===== config.mk =====
export PLATFORM = sky130hd
export DESIGN_NAME = euwp_pref_top
export DESIGN_NICKNAME = d
export VERILOG_FILES = /design/src/rtl/euwp_pkg.sv /design/src/rtl/euwp_grp_if.sv /design/src/rtl/euwp_pref_top.sv /design/src/rtl/euwp_pref_pick.sv
export SDC_FILE = /design/constraint.sdc
export NUM_CORES = 1
export LEC_CHECK = 0
export BUFFER_PORTS_ARGS = -buffer_cell sky130_fd_sc_hd__buf_4
export CORE_MARGIN = 4
export CORE_UTILIZATION = 64
export CTS_CLUSTER_DIAMETER = 30
export DETAILED_ROUTE_END_ITERATION = 12
export GPL_TIMING_DRIVEN = 1
export PLACE_DENSITY = 0.86
export SETUP_SLACK_MARGIN = 0.05
export SLEW_MARGIN = 20
export SYNTH_ARGS = -nofsm -noshare
export SYNTH_HDL_FRONTEND = slang
export SYNTH_SLANG_ARGS = --single-unit
export TNS_END_PERCENT = 30

===== constraint.sdc =====
create_clock -name clk -period 5.1 [get_ports clk]
set_input_delay 1.02 -clock clk [delete_from_list [all_inputs] [get_ports clk]]
set_output_delay 1.02 -clock clk [all_outputs]
set_load 0.03 [all_outputs]

===== src/rtl/euwp_pkg.sv =====
// Purpose: Shared constants for the egress unicast/multicast weighted preference block
// Assumes: 32-bit AXI4-Lite register bus, byte addresses
// Notes:   Field positions use conventional numbering, bit 0 = least significant

package euwp_pkg;

    // ----------------------------------------------------------------
    // Geometry
    // ----------------------------------------------------------------
    localparam int EUWP_NUM_PORTS  = 8;
    localparam int EUWP_NUM_GROUPS = 4;
    localparam int EUWP_ADDR_W     = 20;
    localparam int EUWP_DATA_W     = 32;
    localparam int EUWP_WEIGHT_W   = 4;

    // ----------------------------------------------------------------
    // Register map
    // ----------------------------------------------------------------
    localparam logic [19:0] PRIO0_CAST_PREFERENCE = 20'h1b010;
    localparam logic [19:0] PRIO1_CAST_PREFERENCE = 20'h1b014;
    localparam logic [19:0] PRIO2_CAST_PREFERENCE = 20'h1b018;
    localparam logic [19:0] PRIO3_CAST_PREFERENCE = 20'h1b01c;
    // Address bits that select port (stride 0x100) and group (stride 4)
    localparam logic [19:0] PREF_SELECT_MASK      = 20'h0070c;
    localparam int          PREF_PORT_LSB         = 8;
    localparam int          PREF_PORT_W           = 3;
    localparam int          PREF_GROUP_LSB        = 2;
    localparam int          PREF_GROUP_W          = 2;

    // ----------------------------------------------------------------
    // Control word fields
    // ----------------------------------------------------------------
    localparam int          ENABLE_BIT   = 25;
    localparam int          TYPE_SEL_BIT = 24;
    localparam int          WEIGHT_LSB   = 0;
    localparam int          ENABLE_LANE  = 3;
    localparam int          WEIGHT_LANE  = 0;
    localparam logic [31:0] PREF_RESET   = 32'h0000_0000;
    localparam logic [31:0] PREF_RW_MASK = 32'h0300_000f;

    // ----------------------------------------------------------------
    // AXI responses
    // ----------------------------------------------------------------
    localparam logic [1:0]  RESP_OKAY   = 2'h0;
    localparam logic [1:0]  RESP_SLVERR = 2'h2;

endpackage


===== src/rtl/euwp_grp_if.sv =====
// Purpose: Carries one priority group's settings and packet traffic to its picker
// Assumes: All signals on the core clock
// Notes:   One instance per port and priority group

`timescale 1ns/10ps

interface euwp_grp_if;
    import euwp_pkg::*;

    logic                     enable;
    logic                     typeSel;
    logic [EUWP_WEIGHT_W-1:0] weight;
    logic                     restart;
    logic                     ucPending;
    logic                     mcPending;
    logic                     pktSent;
    logic                     sentUc;
    logic                     pickUc;
    logic                     pickMc;

    modport ctrl (output enable, typeSel, weight, restart, ucPending, mcPending, pktSent, sentUc,
                  input  pickUc, pickMc);
    modport pick (input  enable, typeSel, weight, restart, ucPending, mcPending, pktSent, sentUc,
                  output pickUc, pickMc);
endinterface


===== src/rtl/euwp_pref_top.sv =====
// Purpose: Per-port, per-priority unicast/multicast preference registers and pickers
// Assumes: One AXI4-Lite write and one read outstanding at most
// Notes:   Unmapped addresses answer SLVERR, reads of them return zero
//
// How it works
// - Enable clear: no preference, weight ignored
// - Enable set: weight applied to preferred type
// - Type select: zero multicast, one unicast
// - Weight counts preferred packets between others
// - Separate words for groups one to three
// - Eight ports, copies spaced 0x100 apart
// - Words reset zero; reserved bits read zero
// - Group zero word just below group one
//
// The AXI4-Lite register port was decided locally.

`timescale 1ns/10ps

module euwp_pref_top
    import euwp_pkg::*;
#(
    parameter int NUM_PORTS  = EUWP_NUM_PORTS,
    parameter int NUM_GROUPS = EUWP_NUM_GROUPS,
    parameter int NUM_LANES  = NUM_PORTS * NUM_GROUPS
)(
    input  wire logic                   clk,
    input  wire logic                   arst_n,
    input  wire logic [EUWP_ADDR_W-1:0] s_axi_awaddr,
    input  wire logic                   s_axi_awvalid,
    output logic                        s_axi_awready,
    input  wire logic [EUWP_DATA_W-1:0] s_axi_wdata,
    input  wire logic [3:0]             s_axi_wstrb,
    input  wire logic                   s_axi_wvalid,
    output logic                        s_axi_wready,
    output logic [1:0]                  s_axi_bresp,
    output logic                        s_axi_bvalid,
    input  wire logic                   s_axi_bready,
    input  wire logic [EUWP_ADDR_W-1:0] s_axi_araddr,
    input  wire logic                   s_axi_arvalid,
    output logic                        s_axi_arready,
    output logic [EUWP_DATA_W-1:0]      s_axi_rdata,
    output logic [1:0]                  s_axi_rresp,
    output logic                        s_axi_rvalid,
    input  wire logic                   s_axi_rready,
    input  wire logic [NUM_LANES-1:0]   ucPending,
    input  wire logic [NUM_LANES-1:0]   mcPending,
    input  wire logic [NUM_LANES-1:0]   pktSent,
    input  wire logic [NUM_LANES-1:0]   sentUc,
    output logic      [NUM_LANES-1:0]   pickUc,
    output logic      [NUM_LANES-1:0]   pickMc
);

    localparam int LANE_W = PREF_PORT_W + PREF_GROUP_W;

    // ----------------------------------------------------------------
    // Decode helpers
    // ----------------------------------------------------------------
    function automatic logic addrHit(input logic [EUWP_ADDR_W-1:0] addr);
        return (addr & ~PREF_SELECT_MASK) == PRIO0_CAST_PREFERENCE;
    endfunction

    function automatic logic [LANE_W-1:0] addrLane(input logic [EUWP_ADDR_W-1:0] addr);
        return {addr[PREF_PORT_LSB +: PREF_PORT_W], addr[PREF_GROUP_LSB +: PREF_GROUP_W]};
    endfunction

    // ----------------------------------------------------------------
    // Configuration storage
    // ----------------------------------------------------------------
    logic [NUM_LANES-1:0]     cfgEn;
    logic [NUM_LANES-1:0]     cfgSel;
    logic [EUWP_WEIGHT_W-1:0] cfgWeight [NUM_LANES];
    logic [NUM_LANES-1:0]     restartLane;

    logic [EUWP_ADDR_W-1:0]   wrAddr;
    logic [EUWP_DATA_W-1:0]   wrData;
    logic [3:0]               wrStrb;

    wire                      wrDo     = !s_axi_awready && !s_axi_wready && !s_axi_bvalid;
    wire                      wrHit    = addrHit(wrAddr);
    wire [LANE_W-1:0]         wrLane   = addrLane(wrAddr);
    wire                      wrCtl    = wrDo && wrHit && wrStrb[ENABLE_LANE];
    wire                      wrWeight = wrDo && wrHit && wrStrb[WEIGHT_LANE];
    wire                      wrOff    = wrCtl && !wrData[ENABLE_BIT];
    wire                      rdTake   = s_axi_arvalid && s_axi_arready;
    wire                      rdHit    = addrHit(s_axi_araddr);
    wire [LANE_W-1:0]         rdLane   = addrLane(s_axi_araddr);
    // Reserved bits are never stored, so they read back as zero
    wire [EUWP_DATA_W-1:0]    rdWord   = (PREF_RESET
                                         | ({{(EUWP_DATA_W-1){1'b0}}, cfgEn[rdLane]} << ENABLE_BIT)
                                         | ({{(EUWP_DATA_W-1){1'b0}}, cfgSel[rdLane]} << TYPE_SEL_BIT)
                                         | ({{(EUWP_DATA_W-EUWP_WEIGHT_W){1'b0}}, cfgWeight[rdLane]}
                                            << WEIGHT_LSB)) & PREF_RW_MASK;

    always_ff @(posedge clk or negedge arst_n) begin
        if (!arst_n) begin
            cfgEn       <= '0;
            cfgSel      <= '0;
            cfgWeight   <= '{default: '0};
            restartLane <= '0;
        end else begin
            restartLane <= '0;
            if (wrCtl) begin
                cfgEn[wrLane]  <= wrData[ENABLE_BIT];
                cfgSel[wrLane] <= wrData[TYPE_SEL_BIT];
            end
            if (wrWeight) begin
                cfgWeight[wrLane] <= wrData[WEIGHT_LSB +: EUWP_WEIGHT_W];
            end
            if (wrWeight || wrOff) begin
                restartLane[wrLane] <= 1'b1;
            end
        end
    end

    // ----------------------------------------------------------------
    // AXI4-Lite slave
    // ----------------------------------------------------------------
    // Address and data are held separately so either may arrive first
    always_ff @(posedge clk or negedge arst_n) begin
        if (!arst_n) begin
            s_axi_awready <= 1'b1;
            s_axi_wready  <= 1'b1;
            s_axi_bvalid  <= 1'b0;
            s_axi_bresp   <= RESP_OKAY;
            wrAddr        <= '0;
            wrData        <= '0;
            wrStrb        <= '0;
        end else begin
            if (s_axi_awvalid && s_axi_awready) begin
                wrAddr        <= s_axi_awaddr;
                s_axi_awready <= 1'b0;
            end
            if (s_axi_wvalid && s_axi_wready) begin
                wrData       <= s_axi_wdata;
                wrStrb       <= s_axi_wstrb;
                s_axi_wready <= 1'b0;
            end
            if (wrDo) begin
                s_axi_bvalid <= 1'b1;
                s_axi_bresp  <= wrHit ? RESP_OKAY : RESP_SLVERR;
            end
            if (s_axi_bvalid && s_axi_bready) begin
                s_axi_bvalid  <= 1'b0;
                s_axi_awready <= 1'b1;
                s_axi_wready  <= 1'b1;
            end
        end
    end

    always_ff @(posedge clk or negedge arst_n) begin
        if (!arst_n) begin
            s_axi_arready <= 1'b1;
            s_axi_rvalid  <= 1'b0;
            s_axi_rdata   <= '0;
            s_axi_rresp   <= RESP_OKAY;
        end else begin
            if (rdTake) begin
                s_axi_arready <= 1'b0;
                s_axi_rvalid  <= 1'b1;
                s_axi_rdata   <= rdHit ? rdWord : '0;
                s_axi_rresp   <= rdHit ? RESP_OKAY : RESP_SLVERR;
            end
            if (s_axi_rvalid && s_axi_rready) begin
                s_axi_rvalid  <= 1'b0;
                s_axi_arready <= 1'b1;
            end
        end
    end

    // ----------------------------------------------------------------
    // Pickers, one per port and priority group
    // ----------------------------------------------------------------
    for (genvar i = 0; i < NUM_LANES; i++) begin : gLane
        euwp_grp_if grp ();

        assign grp.enable    = cfgEn[i];
        assign grp.typeSel   = cfgSel[i];
        assign grp.weight    = cfgWeight[i];
        assign grp.restart   = restartLane[i];
        assign grp.ucPending = ucPending[i];
        assign grp.mcPending = mcPending[i];
        assign grp.pktSent   = pktSent[i];
        assign grp.sentUc    = sentUc[i];
        assign pickUc[i]     = grp.pickUc;
        assign pickMc[i]     = grp.pickMc;

        euwp_pref_pick uPick (
            .clk    (clk),
            .arst_n (arst_n),
            .grp    (grp)
        );
    end

    // ----------------------------------------------------------------
    // Checks
    // ----------------------------------------------------------------
    reserved_read_zero_a: assert property (@(posedge clk) disable iff (!arst_n)
        s_axi_rvalid |-> (s_axi_rdata & ~PREF_RW_MASK) == 32'h0000_0000)
        else $error("reserved bits read nonzero");
    group_words_a: assert property (@(posedge clk) disable iff (!arst_n)
        rdTake && (s_axi_araddr == PRIO1_CAST_PREFERENCE || s_axi_araddr == PRIO2_CAST_PREFERENCE
                   || s_axi_araddr == PRIO3_CAST_PREFERENCE) |=> s_axi_rvalid && s_axi_rresp == RESP_OKAY)
        else $error("group word not decoded");
    group_zero_a: assert property (@(posedge clk) disable iff (!arst_n)
        rdTake && s_axi_araddr == PRIO0_CAST_PREFERENCE |=> s_axi_rresp == RESP_OKAY)
        else $error("group zero word not decoded");
    port_copy_a: assert property (@(posedge clk) disable iff (!arst_n)
        wrCtl |=> cfgEn[$past(wrLane)] == $past(wrData[ENABLE_BIT]) && s_axi_bvalid)
        else $error("port copy not written");
    weight_restart_a: assert property (@(posedge clk) disable iff (!arst_n)
        wrWeight |=> restartLane[$past(wrLane)] ##1 !restartLane[$past(wrLane, 2)])
        else $error("weight write did not restart counter once");

endmodule


===== src/rtl/euwp_pref_pick.sv =====
// Purpose: Chooses unicast or multicast for one priority group of one port
// Assumes: pktSent pulses once per packet handed to the egress port
// Notes:   Pick is registered, so it follows pending and counter by one cycle

`timescale 1ns/10ps

module euwp_pref_pick
    import euwp_pkg::*;
(
    input  wire logic clk,
    input  wire logic arst_n,
    euwp_grp_if.pick  grp
);

    logic [EUWP_WEIGHT_W-1:0] prefCount;
    logic [EUWP_WEIGHT_W-1:0] next_prefCount;
    logic                     lastUc;
    logic                     pickUc;
    logic                     pickMc;

    // ----------------------------------------------------------------
    // Selection
    // ----------------------------------------------------------------
    wire underWeight  = prefCount < grp.weight;
    // Disabled: plain alternation so neither type is favoured
    wire tieUc        = grp.enable ? (underWeight == grp.typeSel) : ~lastUc;
    wire next_pickUc  = grp.ucPending & (~grp.mcPending | tieUc);
    wire next_pickMc  = grp.mcPending & ~next_pickUc;
    wire sentPref     = grp.pktSent & (grp.sentUc == grp.typeSel);

    // Counter saturates at the weight, so it never wraps past it
    always_comb begin
        if (grp.restart || !grp.enable) begin
            next_prefCount = '0;
        end else if (sentPref) begin
            next_prefCount = underWeight ? prefCount + 1'b1 : prefCount;
        end else if (grp.pktSent) begin
            next_prefCount = '0;
        end else begin
            next_prefCount = prefCount;
        end
    end

    always_ff @(posedge clk or negedge arst_n) begin
        if (!arst_n) begin
            prefCount <= '0;
            lastUc    <= 1'b0;
            pickUc    <= 1'b0;
            pickMc    <= 1'b0;
        end else begin
            prefCount <= next_prefCount;
            lastUc    <= grp.pktSent ? grp.sentUc : lastUc;
            pickUc    <= next_pickUc;
            pickMc    <= next_pickMc;
        end
    end

    assign grp.pickUc = pickUc;
    assign grp.pickMc = pickMc;

    // ----------------------------------------------------------------
    // Checks
    // ----------------------------------------------------------------
    disabled_alternate_a: assert property (@(posedge clk) disable iff (!arst_n)
        !grp.enable && grp.ucPending && grp.mcPending |=> pickUc == !$past(lastUc))
        else $error("disabled group did not alternate");
    pref_first_a: assert property (@(posedge clk) disable iff (!arst_n)
        grp.enable && grp.ucPending && grp.mcPending && prefCount < grp.weight
        |=> (pickUc == $past(grp.typeSel)) && (pickMc != $past(grp.typeSel)))
        else $error("preferred type not picked under weight");
    type_sel_a: assert property (@(posedge clk) disable iff (!arst_n)
        grp.enable && !grp.typeSel && grp.mcPending && grp.ucPending && grp.weight != 4'h0
        && prefCount == 4'h0 |=> pickMc && !pickUc)
        else $error("select zero did not prefer multicast");
    weight_spent_a: assert property (@(posedge clk) disable iff (!arst_n)
        grp.enable && grp.ucPending && grp.mcPending && prefCount >= grp.weight
        |=> pickUc != $past(grp.typeSel))
        else $error("other type not picked after weight spent");
    restart_clear_a: assert property (@(posedge clk) disable iff (!arst_n)
        grp.restart || !grp.enable |=> prefCount == 4'h0 ##1 prefCount <= 4'h1)
        else $error("counter not restarted");

endmodule


# == Word-level counts from Yosys, hierarchy flattened ==
# Index checks and enable logic that the tools add are counted.
# totals
regBits,539
input_bits,211
out_inout_bits,105
wordCells,908
# op_classes
n_addsub,32
order_cmp,38
eq_ne,98
mux,188
n_bitwise,228
reduce_logical,150
# op_table
operator,n
4-bit 2-to-1 mux,131
"4-bit by 1-bit adder with 4-bit output, second input constant",32
128-bit bitwise mux,1
4-bit less-than comparator,32
1-bit bitwise AND,96
"3-bit by 2-bit inequality test with 1-bit output, second input constant",32
1-bit NOT,96
3-bit nonzero test,32
32-bit bitwise mux,2
1-bit == test,64
2-bit AND reduction,32
1-bit 2-to-1 mux,45
1-bit logical NOT,36
1-bit logical OR,33
32-bit 2-to-1 mux,1
1-bit bitwise OR,32
"15-bit by 12-bit == test with 1-bit output, second input constant",2
26-bit 2-to-1 mux,1
26-bit by 25-bit bitwise OR with 26-bit output,1
26-bit by 4-bit bitwise OR with 26-bit output,1
4-bit binary-select mux with 5-bit select,1
4-bit demux with 5-bit select,1
1-bit logical AND,13
"6-bit >= comparator, second input constant",2
other kinds (8),15

# == Depth between registers and ports, before layout ==
# Gate-level depths: netlist of run 1.
# depth
word_depth,8
ltp_mapped,8
mapped_depth_nobuf,7

# == Modules after synthesis ==
# Synthesis of run 1 repeated with hierarchy kept, for this count alone.
# unflattened
cells_unflattened,2782
hier_area_um2,28710.0
# modules_own_cells
module,n_inst,cells_each,area_each_um2,seq_area_each_um2
euwp_pref_pick,32,56,504.2,175.2
euwp_pref_top,1,990,12574.6,6635.1

# == Worst setup path before layout of run 1 ==
# Ideal clock, no wire load.
# synth_timing
kind,input -> register
from,in s_axi_araddr[2]
to,reg s_axi_rdata[24]
setup_time_ns,0.121
arrival_ns,2.533
required_ns,4.979
slack_ns,2.446
path_stages,6
n_path_buf,2
cell_sequence,buf_2 -> buf_2 -> mux4_2 -> a22oi_1 -> nand3_1 -> a22o_1
# synth_between
elab_chain_len,5
# synth_rtl
item,line,source
from (decl),euwp_pref_top.sv:38,"input wire logic [EUWP_ADDR_W-1:0] s_axi_araddr,"
1-bit binary-select mux with 5-bit select,euwp_pref_top.sv:90,"| ({{(EUWP_DATA_W-1){1'b0}}, cfgSel[rdLane]} << TYPE_SEL_BIT)"
1-bit 2-to-1 mux (implied by the code),euwp_pref_top.sv:90,
26-bit by 25-bit bitwise OR with 26-bit output,euwp_pref_top.sv:90,
26-bit by 4-bit bitwise OR with 26-bit output,euwp_pref_top.sv:91,"| ({{(EUWP_DATA_W-EUWP_WEIGHT_W){1'b0}}, cfgWeight[rdLane]}"
26-bit 2-to-1 mux,euwp_pref_top.sv:160,s_axi_rdata <= rdHit ? rdWord : '0;
to (signal assigned),euwp_pref_top.sv:160,
to (decl),euwp_pref_top.sv:41,"output logic [EUWP_DATA_W-1:0] s_axi_rdata,"
# No other way between the ends. The select of a mux whose other input is x is not followed.
# A chain may end at the register's enable or synchronous reset.

# == Worst setup path in the final report of run 1 ==
# layout_timing
from,reg wrAddr[19]
to,"reg cfgWeight, in the netlist gLane[30].grp.weight[2]"
# layout_between
elab_chain_len,3
# layout_rtl
item,line,source
from (decl),euwp_pref_top.sv:74,logic [EUWP_ADDR_W-1:0] wrAddr;
from (signal assigned),euwp_pref_top.sv:130,wrAddr <= s_axi_awaddr;
15-bit by 12-bit == test with 1-bit output,euwp_pref_top.sv:59,return (addr & ~PREF_SELECT_MASK) == PRIO0_CAST_PREFERENCE;
1-bit logical AND (2 in a row),euwp_pref_top.sv:82,wire wrWeight = wrDo && wrHit && wrStrb[WEIGHT_LANE];
"to (signal, indexed assignment)",euwp_pref_top.sv:107,cfgWeight[wrLane] <= wrData[WEIGHT_LSB +: EUWP_WEIGHT_W];
to (decl),euwp_pref_top.sv:71,logic [EUWP_WEIGHT_W-1:0] cfgWeight [NUM_LANES];
# No other way between the ends.

==> results of run 1 <==
-- report_power, final --
group	total (uW)	internal, uW	switching, uW	leakage, uW
Combinational	1460	464	1000	0.00757
Clock	7230	4960	2270	0.00182
Sequential	4360	4080	276	0.00657
-- critical path: cells and delay by family, from the launching register on --
kind             cells  cell delay, ps
and+or+nand+nor      5            2080
DFF                  1             400
muxes                1             370
-- per-stage QoR --
stage	hold WS, ps	std cells	setup WS [ps]	area, sq um	utilization
after floorplan	467	2688	2450	28200	-
after global placement	484	3374	1860	30000	0.694
after detailed placement	494	3375	1830	30000	0.694
after CTS	275	3570	2150	33800	0.782
after global routing	292	3572	2020	33800	0.782
final	279	3573	2110	33800	0.782
-- path summary, 6_finish.rpt --
check                                        startpoint                           end  slack [ps]
worst max-delay path                         wrAddr[19]       gLane[30].grp.weight[2]        2110
worst min-delay path                             arst_n     gLane[2].uPick.grp.pickUc         280
worst max register to register               wrAddr[19]       gLane[30].grp.weight[2]        2110
worst min register to register  gLane[19].grp.weight[2]       gLane[19].grp.weight[2]         500
max in group asynchronous                        arst_n  gLane[17].uPick.prefCount[1]        3490
min in group clk                gLane[19].grp.weight[2]       gLane[19].grp.weight[2]         500
-- synth_stat cells, types with 37 or more instances --
cell / n / area, sq um
dfrtp_1: 486 / 12200
mux2_2: 237 / 2670
nand2_1: 215 / 807
nor2_1: 200 / 751
ha_1: 128 / 1600
nand3_1: 125 / 626
inv_1: 117 / 439
buf_4: 97 / 728
nand3b_1: 88 / 661
nand4_1: 77 / 482
a21oi_1: 73 / 365
a21o_1: 71 / 533
nand2b_1: 70 / 438
clkbuf_1: 64 / 240
nor2b_1: 61 / 382
mux4_2: 48 / 1080
and4_1: 43 / 377
nor3_1: 37 / 185
-- layer usage --
metal | global-route usage | vias up | wire length [microns]
li1 | - | 10100 | -
met1 | 0.404 | 11600 | 29300
met2 | 0.580 | 1287 | 40400
met3 | 0.0744 | 295 | 7160
met4 | 0.152 | 4 | 3490
met5 | 0 | - | 26
-- cell type report --
class	count	area, sq um
Antenna cell	3	7.51
Clock buffer	139	2950
Clock inverter	56	837
Fill cell	2398	9430
Inverter	117	439
Multi-Input combinational cell	1908	14500
Sequential cell	489	12200
Tap cell	585	732
Timing Repair Buffer	276	2140
-- layout by cell type, fill, tap and decap left out, types with 28 or more instances in the layout --
master / n
xor2_1: 32
conb_1: 28
nor3_1: 37
buf_4: 271
mux4_2: 48
a21o_1: 71
nand4_1: 77
nand2_4: 30
o21ai_0: 32
mux2_2: 237
nand3_1: 125
nand3b_1: 88
ha_1: 128
a311oi_1: 32
nand2b_1: 70
clkbuf_16: 106
dfrtp_1: 486
o211ai_1: 30
nor2_1: 200
inv_1: 117
and4_1: 43
nor2b_1: 61
a21oi_1: 73
nand2_1: 215
-- flip-flops by register name, summed over array words and instances, names as in the netlist, 2 cells and up --
register                cells
cfgEn                      32
cfgSel                     32
gLane.grp.weight          128
gLane.uPick.grp.pickMc     32
gLane.uPick.grp.pickUc     32
gLane.uPick.lastUc         32
gLane.uPick.prefCount     128
restartLane                32
s_axi_rdata                 6
wrAddr                     20
wrData                      6
wrStrb                      2
-- kinds of logic (layout without fill, tap and decap cells) --
kind of cell,after synthesis,count (layout),share of synthesized area
XOR/XNOR,32,32,0.00996
multiplexers,316,316,0.147
buffers and inverters,291,588,0.0541
adder cells (fa/ha/maj),128,128,0.0569
AND/OR/NAND/NOR,1055,1055,0.210
other,1,31,0.000133
flip-flops,489,489,0.435
AO/OA/AOI/OAI,349,349,0.0869
==> impl_metrics.toml, run 1 <==
[route]
dr.pass1.iters = 6
drtIter0Drc = 2357
wirelength_mm = 80.4
drc = 0
via_per_inst = 6.51
ant_nets = 0
vias = 23200
wl_per_cell_microns = 22.5

[yosys]
synth_area_sq_um = 28100
synthArstFlopShare = 1.00
synthCells = 2661
yosysWarnings = 0
ys_seq_area_frac = 0.435
synth.avg_cell_area_sq_um = 10.6
ys_types = 61
synthFlopType = "dfrtp_1"
synth_edf_count = 0
synth_seq_cells = 489

[floorplanning]
chipHeight_microns = 218
design.core.area_sq_um = 43300
die_w_microns = 218
ios = 316
floorplan.die_area_sq_um = 47400
rows = 76
start_util = 0.650

[clock_network]
tritoncts = "built"
post-cts-setup-buffers = 0
cts.hold.buffers_added = 0
cts_buffers = 105
clock_latency_ps = 640
htreeDepth = 3
cts_root_buffer = "clkbuf_16"
clock-sinks = 489
cts_resized = 0
cts.clk_slew.worst_paths_ps = 50
clockBufferDepth = 3

[critical_path]
path_class = "reg -> reg"
arrival_ps = 3510
slowest_delay_ps = 950
cp_cell_sequence = "nor4b_2, nand2_1, nor4_2, and2_4, nand2_1, mux2_2"
worst_setup_path_end_kind = "flip-flop"
cp-start-kind = "flip-flop"
slowest_stage = "and2_4"
crit_top_cell = "nand2_1"
path_max_fanout = 32
reg2reg_depth = 6
crit_required_ps = 5620

[global_routing]
grt_pass1_vias = 24300
grt_max_degree = 123
grt_pass1_wl_mm = 128
grt.overflow.total = 0
grt.total_usage = 0.336
antenna_found_initial = 5

[placement]
dpl.hpwl_mm = 51.8
place_congestion = 0.878
numPortBuffers = 259

[timing]
hold_violations = 0
min_period_ps = 2990
rsz0062_at_grt = "no"
setup_viol = 0
slew_headroom = 0.223
fin_crit_sh = 0.586
fin_setup_tns_ps = 0
clock_skew_ps = 30.0
drv_slew = 0
worstMarginPinSlew_ps = 1160
max_freq_mhz = 335

[flow_run]
maxCapViolations = 0

[power]
p_total_uw = 13100
power.density_nw_per_um2 = 386
ir_drop_mv = 0.399
power_leakage_uw = 0.0160

[final_layout]
area_growth_pct = 20.3
drive_above_1_share = 0.272
fin_nets = 3236

[hold_path]
min_path_type = "in -> async"

[run_status]
status = "complete, no violations"
No activity file was read; power rests on OpenSTA's default activity.
==> run 2: changes to the inputs <==
Settings changed: CORE_UTILIZATION 64 to 54, PLACE_DENSITY 0.86 to 0.77.
Clock period 5.1 ns to 2.5 ns, I/O delays scaled along.
==> run 2 against run 1 <==
  * Maximum frequency up 28%
  * Critical endpoint is now cfgEn[3]
  * Routed wire length down 3.3%
  * Clock-buffer cell count down 9
  * Clock power up 110%
  * Sequential power up 99%
==> impl_metrics.toml, run 2 (synthesized netlist as in run 1, its figures left out) <==
[run_status]
status = "complete, no violations"

[clock_network]
htreeDepth = 3
tritoncts = "built"
cts.clk_slew.worst_paths_ps = 50
clock_latency_ps = 660
cts_buffers = 110
cts_root_buffer = "clkbuf_16"
clock-sinks = 489
clockBufferDepth = 3

[floorplanning]
start_util = 0.547
die_w_microns = 236
floorplan.die_area_sq_um = 55800
chipHeight_microns = 236
rows = 83
ios = 316
design.core.area_sq_um = 51400

[timing]
worst_slack_ps = 169
rsz0062_at_grt = "no"
drv_slew = 0
fin_crit_sh = 0.932
slew_headroom = 0.425
max_freq_mhz = 429
fin_setup_tns_ps = 0
min_period_ps = 2330
clock_skew_ps = 30.8
setup_viol = 0
hold_violations = 0
worstMarginPinSlew_ps = 860

[critical_path]
r2r_start = "wrAddr[1]"
worst_setup_path_end_kind = "flip-flop"
crit_required_ps = 3030
arrival_ps = 2860
path_max_fanout = 32
path_class = "reg -> reg"
cp-start-kind = "flip-flop"
regToRegSetupSlack_ps = 170
reg2reg_depth = 8
r2r-end = "cfgEn[3]"

[final_layout]
drive_above_1_share = 0.290
final_cells = 3729
area_growth_pct = 23.3
final_util = 0.675
multi_input_area_sq_um = 14500
register_area_sq_um = 12200
nFillCells = 3590
fin_nets = 3289
final_cell_mix = "dfrtp_1 (486), buf_4 (308), mux2_2 (237)"
layout.cells.most_common = "dfrtp_1"

[route]
vias = 22800
dr.pass1.iters = 5
wirelength_mm = 77.8
drc = 0
ant_nets = 0
wl_per_cell_microns = 20.9
via_per_inst = 6.11
drtIter0Drc = 2052

[power]
power_leakage_uw = 0.0164
ir_drop_mv = 0.826
power.density_nw_per_um2 = 791

[flow_run]
maxCapViolations = 0

[global_routing]
top_usage_layer = "met2"
antenna_found_initial = 6
grt_pass1_vias = 23600
grt_use_met3 = 0.0666
grt.overflow.total = 0
grt_pass1_wl_mm = 124
met1_usage = 0.330
met2_usage = 0.461
grt_max_degree = 81
grt.total_usage = 0.272

[placement]
dp_cells = 3513
place_ws_ps = 235
dpl.hpwl_mm = 52.5
place_congestion = 0.855
numPortBuffers = 259

[hold_path]
worst_hold_path.endpoint = "s_axi_arready"
worstHoldStart = "s_axi_arvalid"
min_path_type = "in -> reg"
holdPathStages = 2
[run 2: cell count changes in the layout (fill, tap and decap cells not counted), sizes merged]
cell,before,now
clkinvlp,11,18
dlygate4sd3,0,3
buf,276,321
clkinv,19,27
diode,3,4
bufinv,18,19
inv,125,130
clkbuf,139,130
[run 2: worst max path at each step]
stage          slack (ps)       startpoint                      end  cells past startpoint
3_3_place_gp          240        wrAddr[1]  gLane[31].grp.weight[3]                      7
4_1_cts               130        wrAddr[1]                 cfgEn[3]                      8
2_1_floorplan         370  s_axi_araddr[2]          s_axi_rdata[24]                      6
6_report              170        wrAddr[1]                 cfgEn[3]                      8
5_1_grt               100        wrAddr[1]                 cfgEn[3]                      8
3_5_place_dp          240        wrAddr[1]  gLane[30].grp.weight[3]                      7
[run 2: repair_timing]
action,4_1_cts,5_1_grt
hold buffers,3,0
setup endpoints to repair,0,118
setup buffers,0,2
hold endpoints to repair,39,0
gates resized for setup,0,2
[run 2: worst max-delay path, cell delays in order (launching register included)]
cell,delay (ps)
dfrtp_1,390
nor4_2,270
nand2_1,140
nor4_4,320
buf_4,160
and2_1,180
buf_12,250
nand2_1,160
mux2_2,310
[run 2: report_power, final]
group | internal, uW | switching, uW
registers | 8340 | 340
clock network | 10600 | 4920
logic | 983 | 2260
[run 2: cell type report]
class,instances,area share
Inverter,117,0.0127
Multi-Input combinational cell,1908,0.418
Antenna cell,4,0.000289
Clock inverter,77,0.0294
Timing Repair Buffer,324,0.0749
Tap cell,680,0.0245
Sequential cell,489,0.353
Clock buffer,130,0.0868
[run 2: stage by stage]
step | hold WS, ps | power (uW) | cell area [sq um]
after detailed placement | 454 | 11900 | 30600
final | 44.6 | 27400 | 34700
after global routing | 47.9 | 28200 | 34700
after CTS | 10.4 | 27500 | 34600
after global placement | 450 | 11800 | 30600
after floorplan | 204 | 10400 | 28200
[run 2: routing by layer]
layer	vias up	part of all wire
li1	10200	-
met1	11400	0.38
met2	942	0.49
met3	217	0.081
met4	4	0.041
met5	-	0.00033
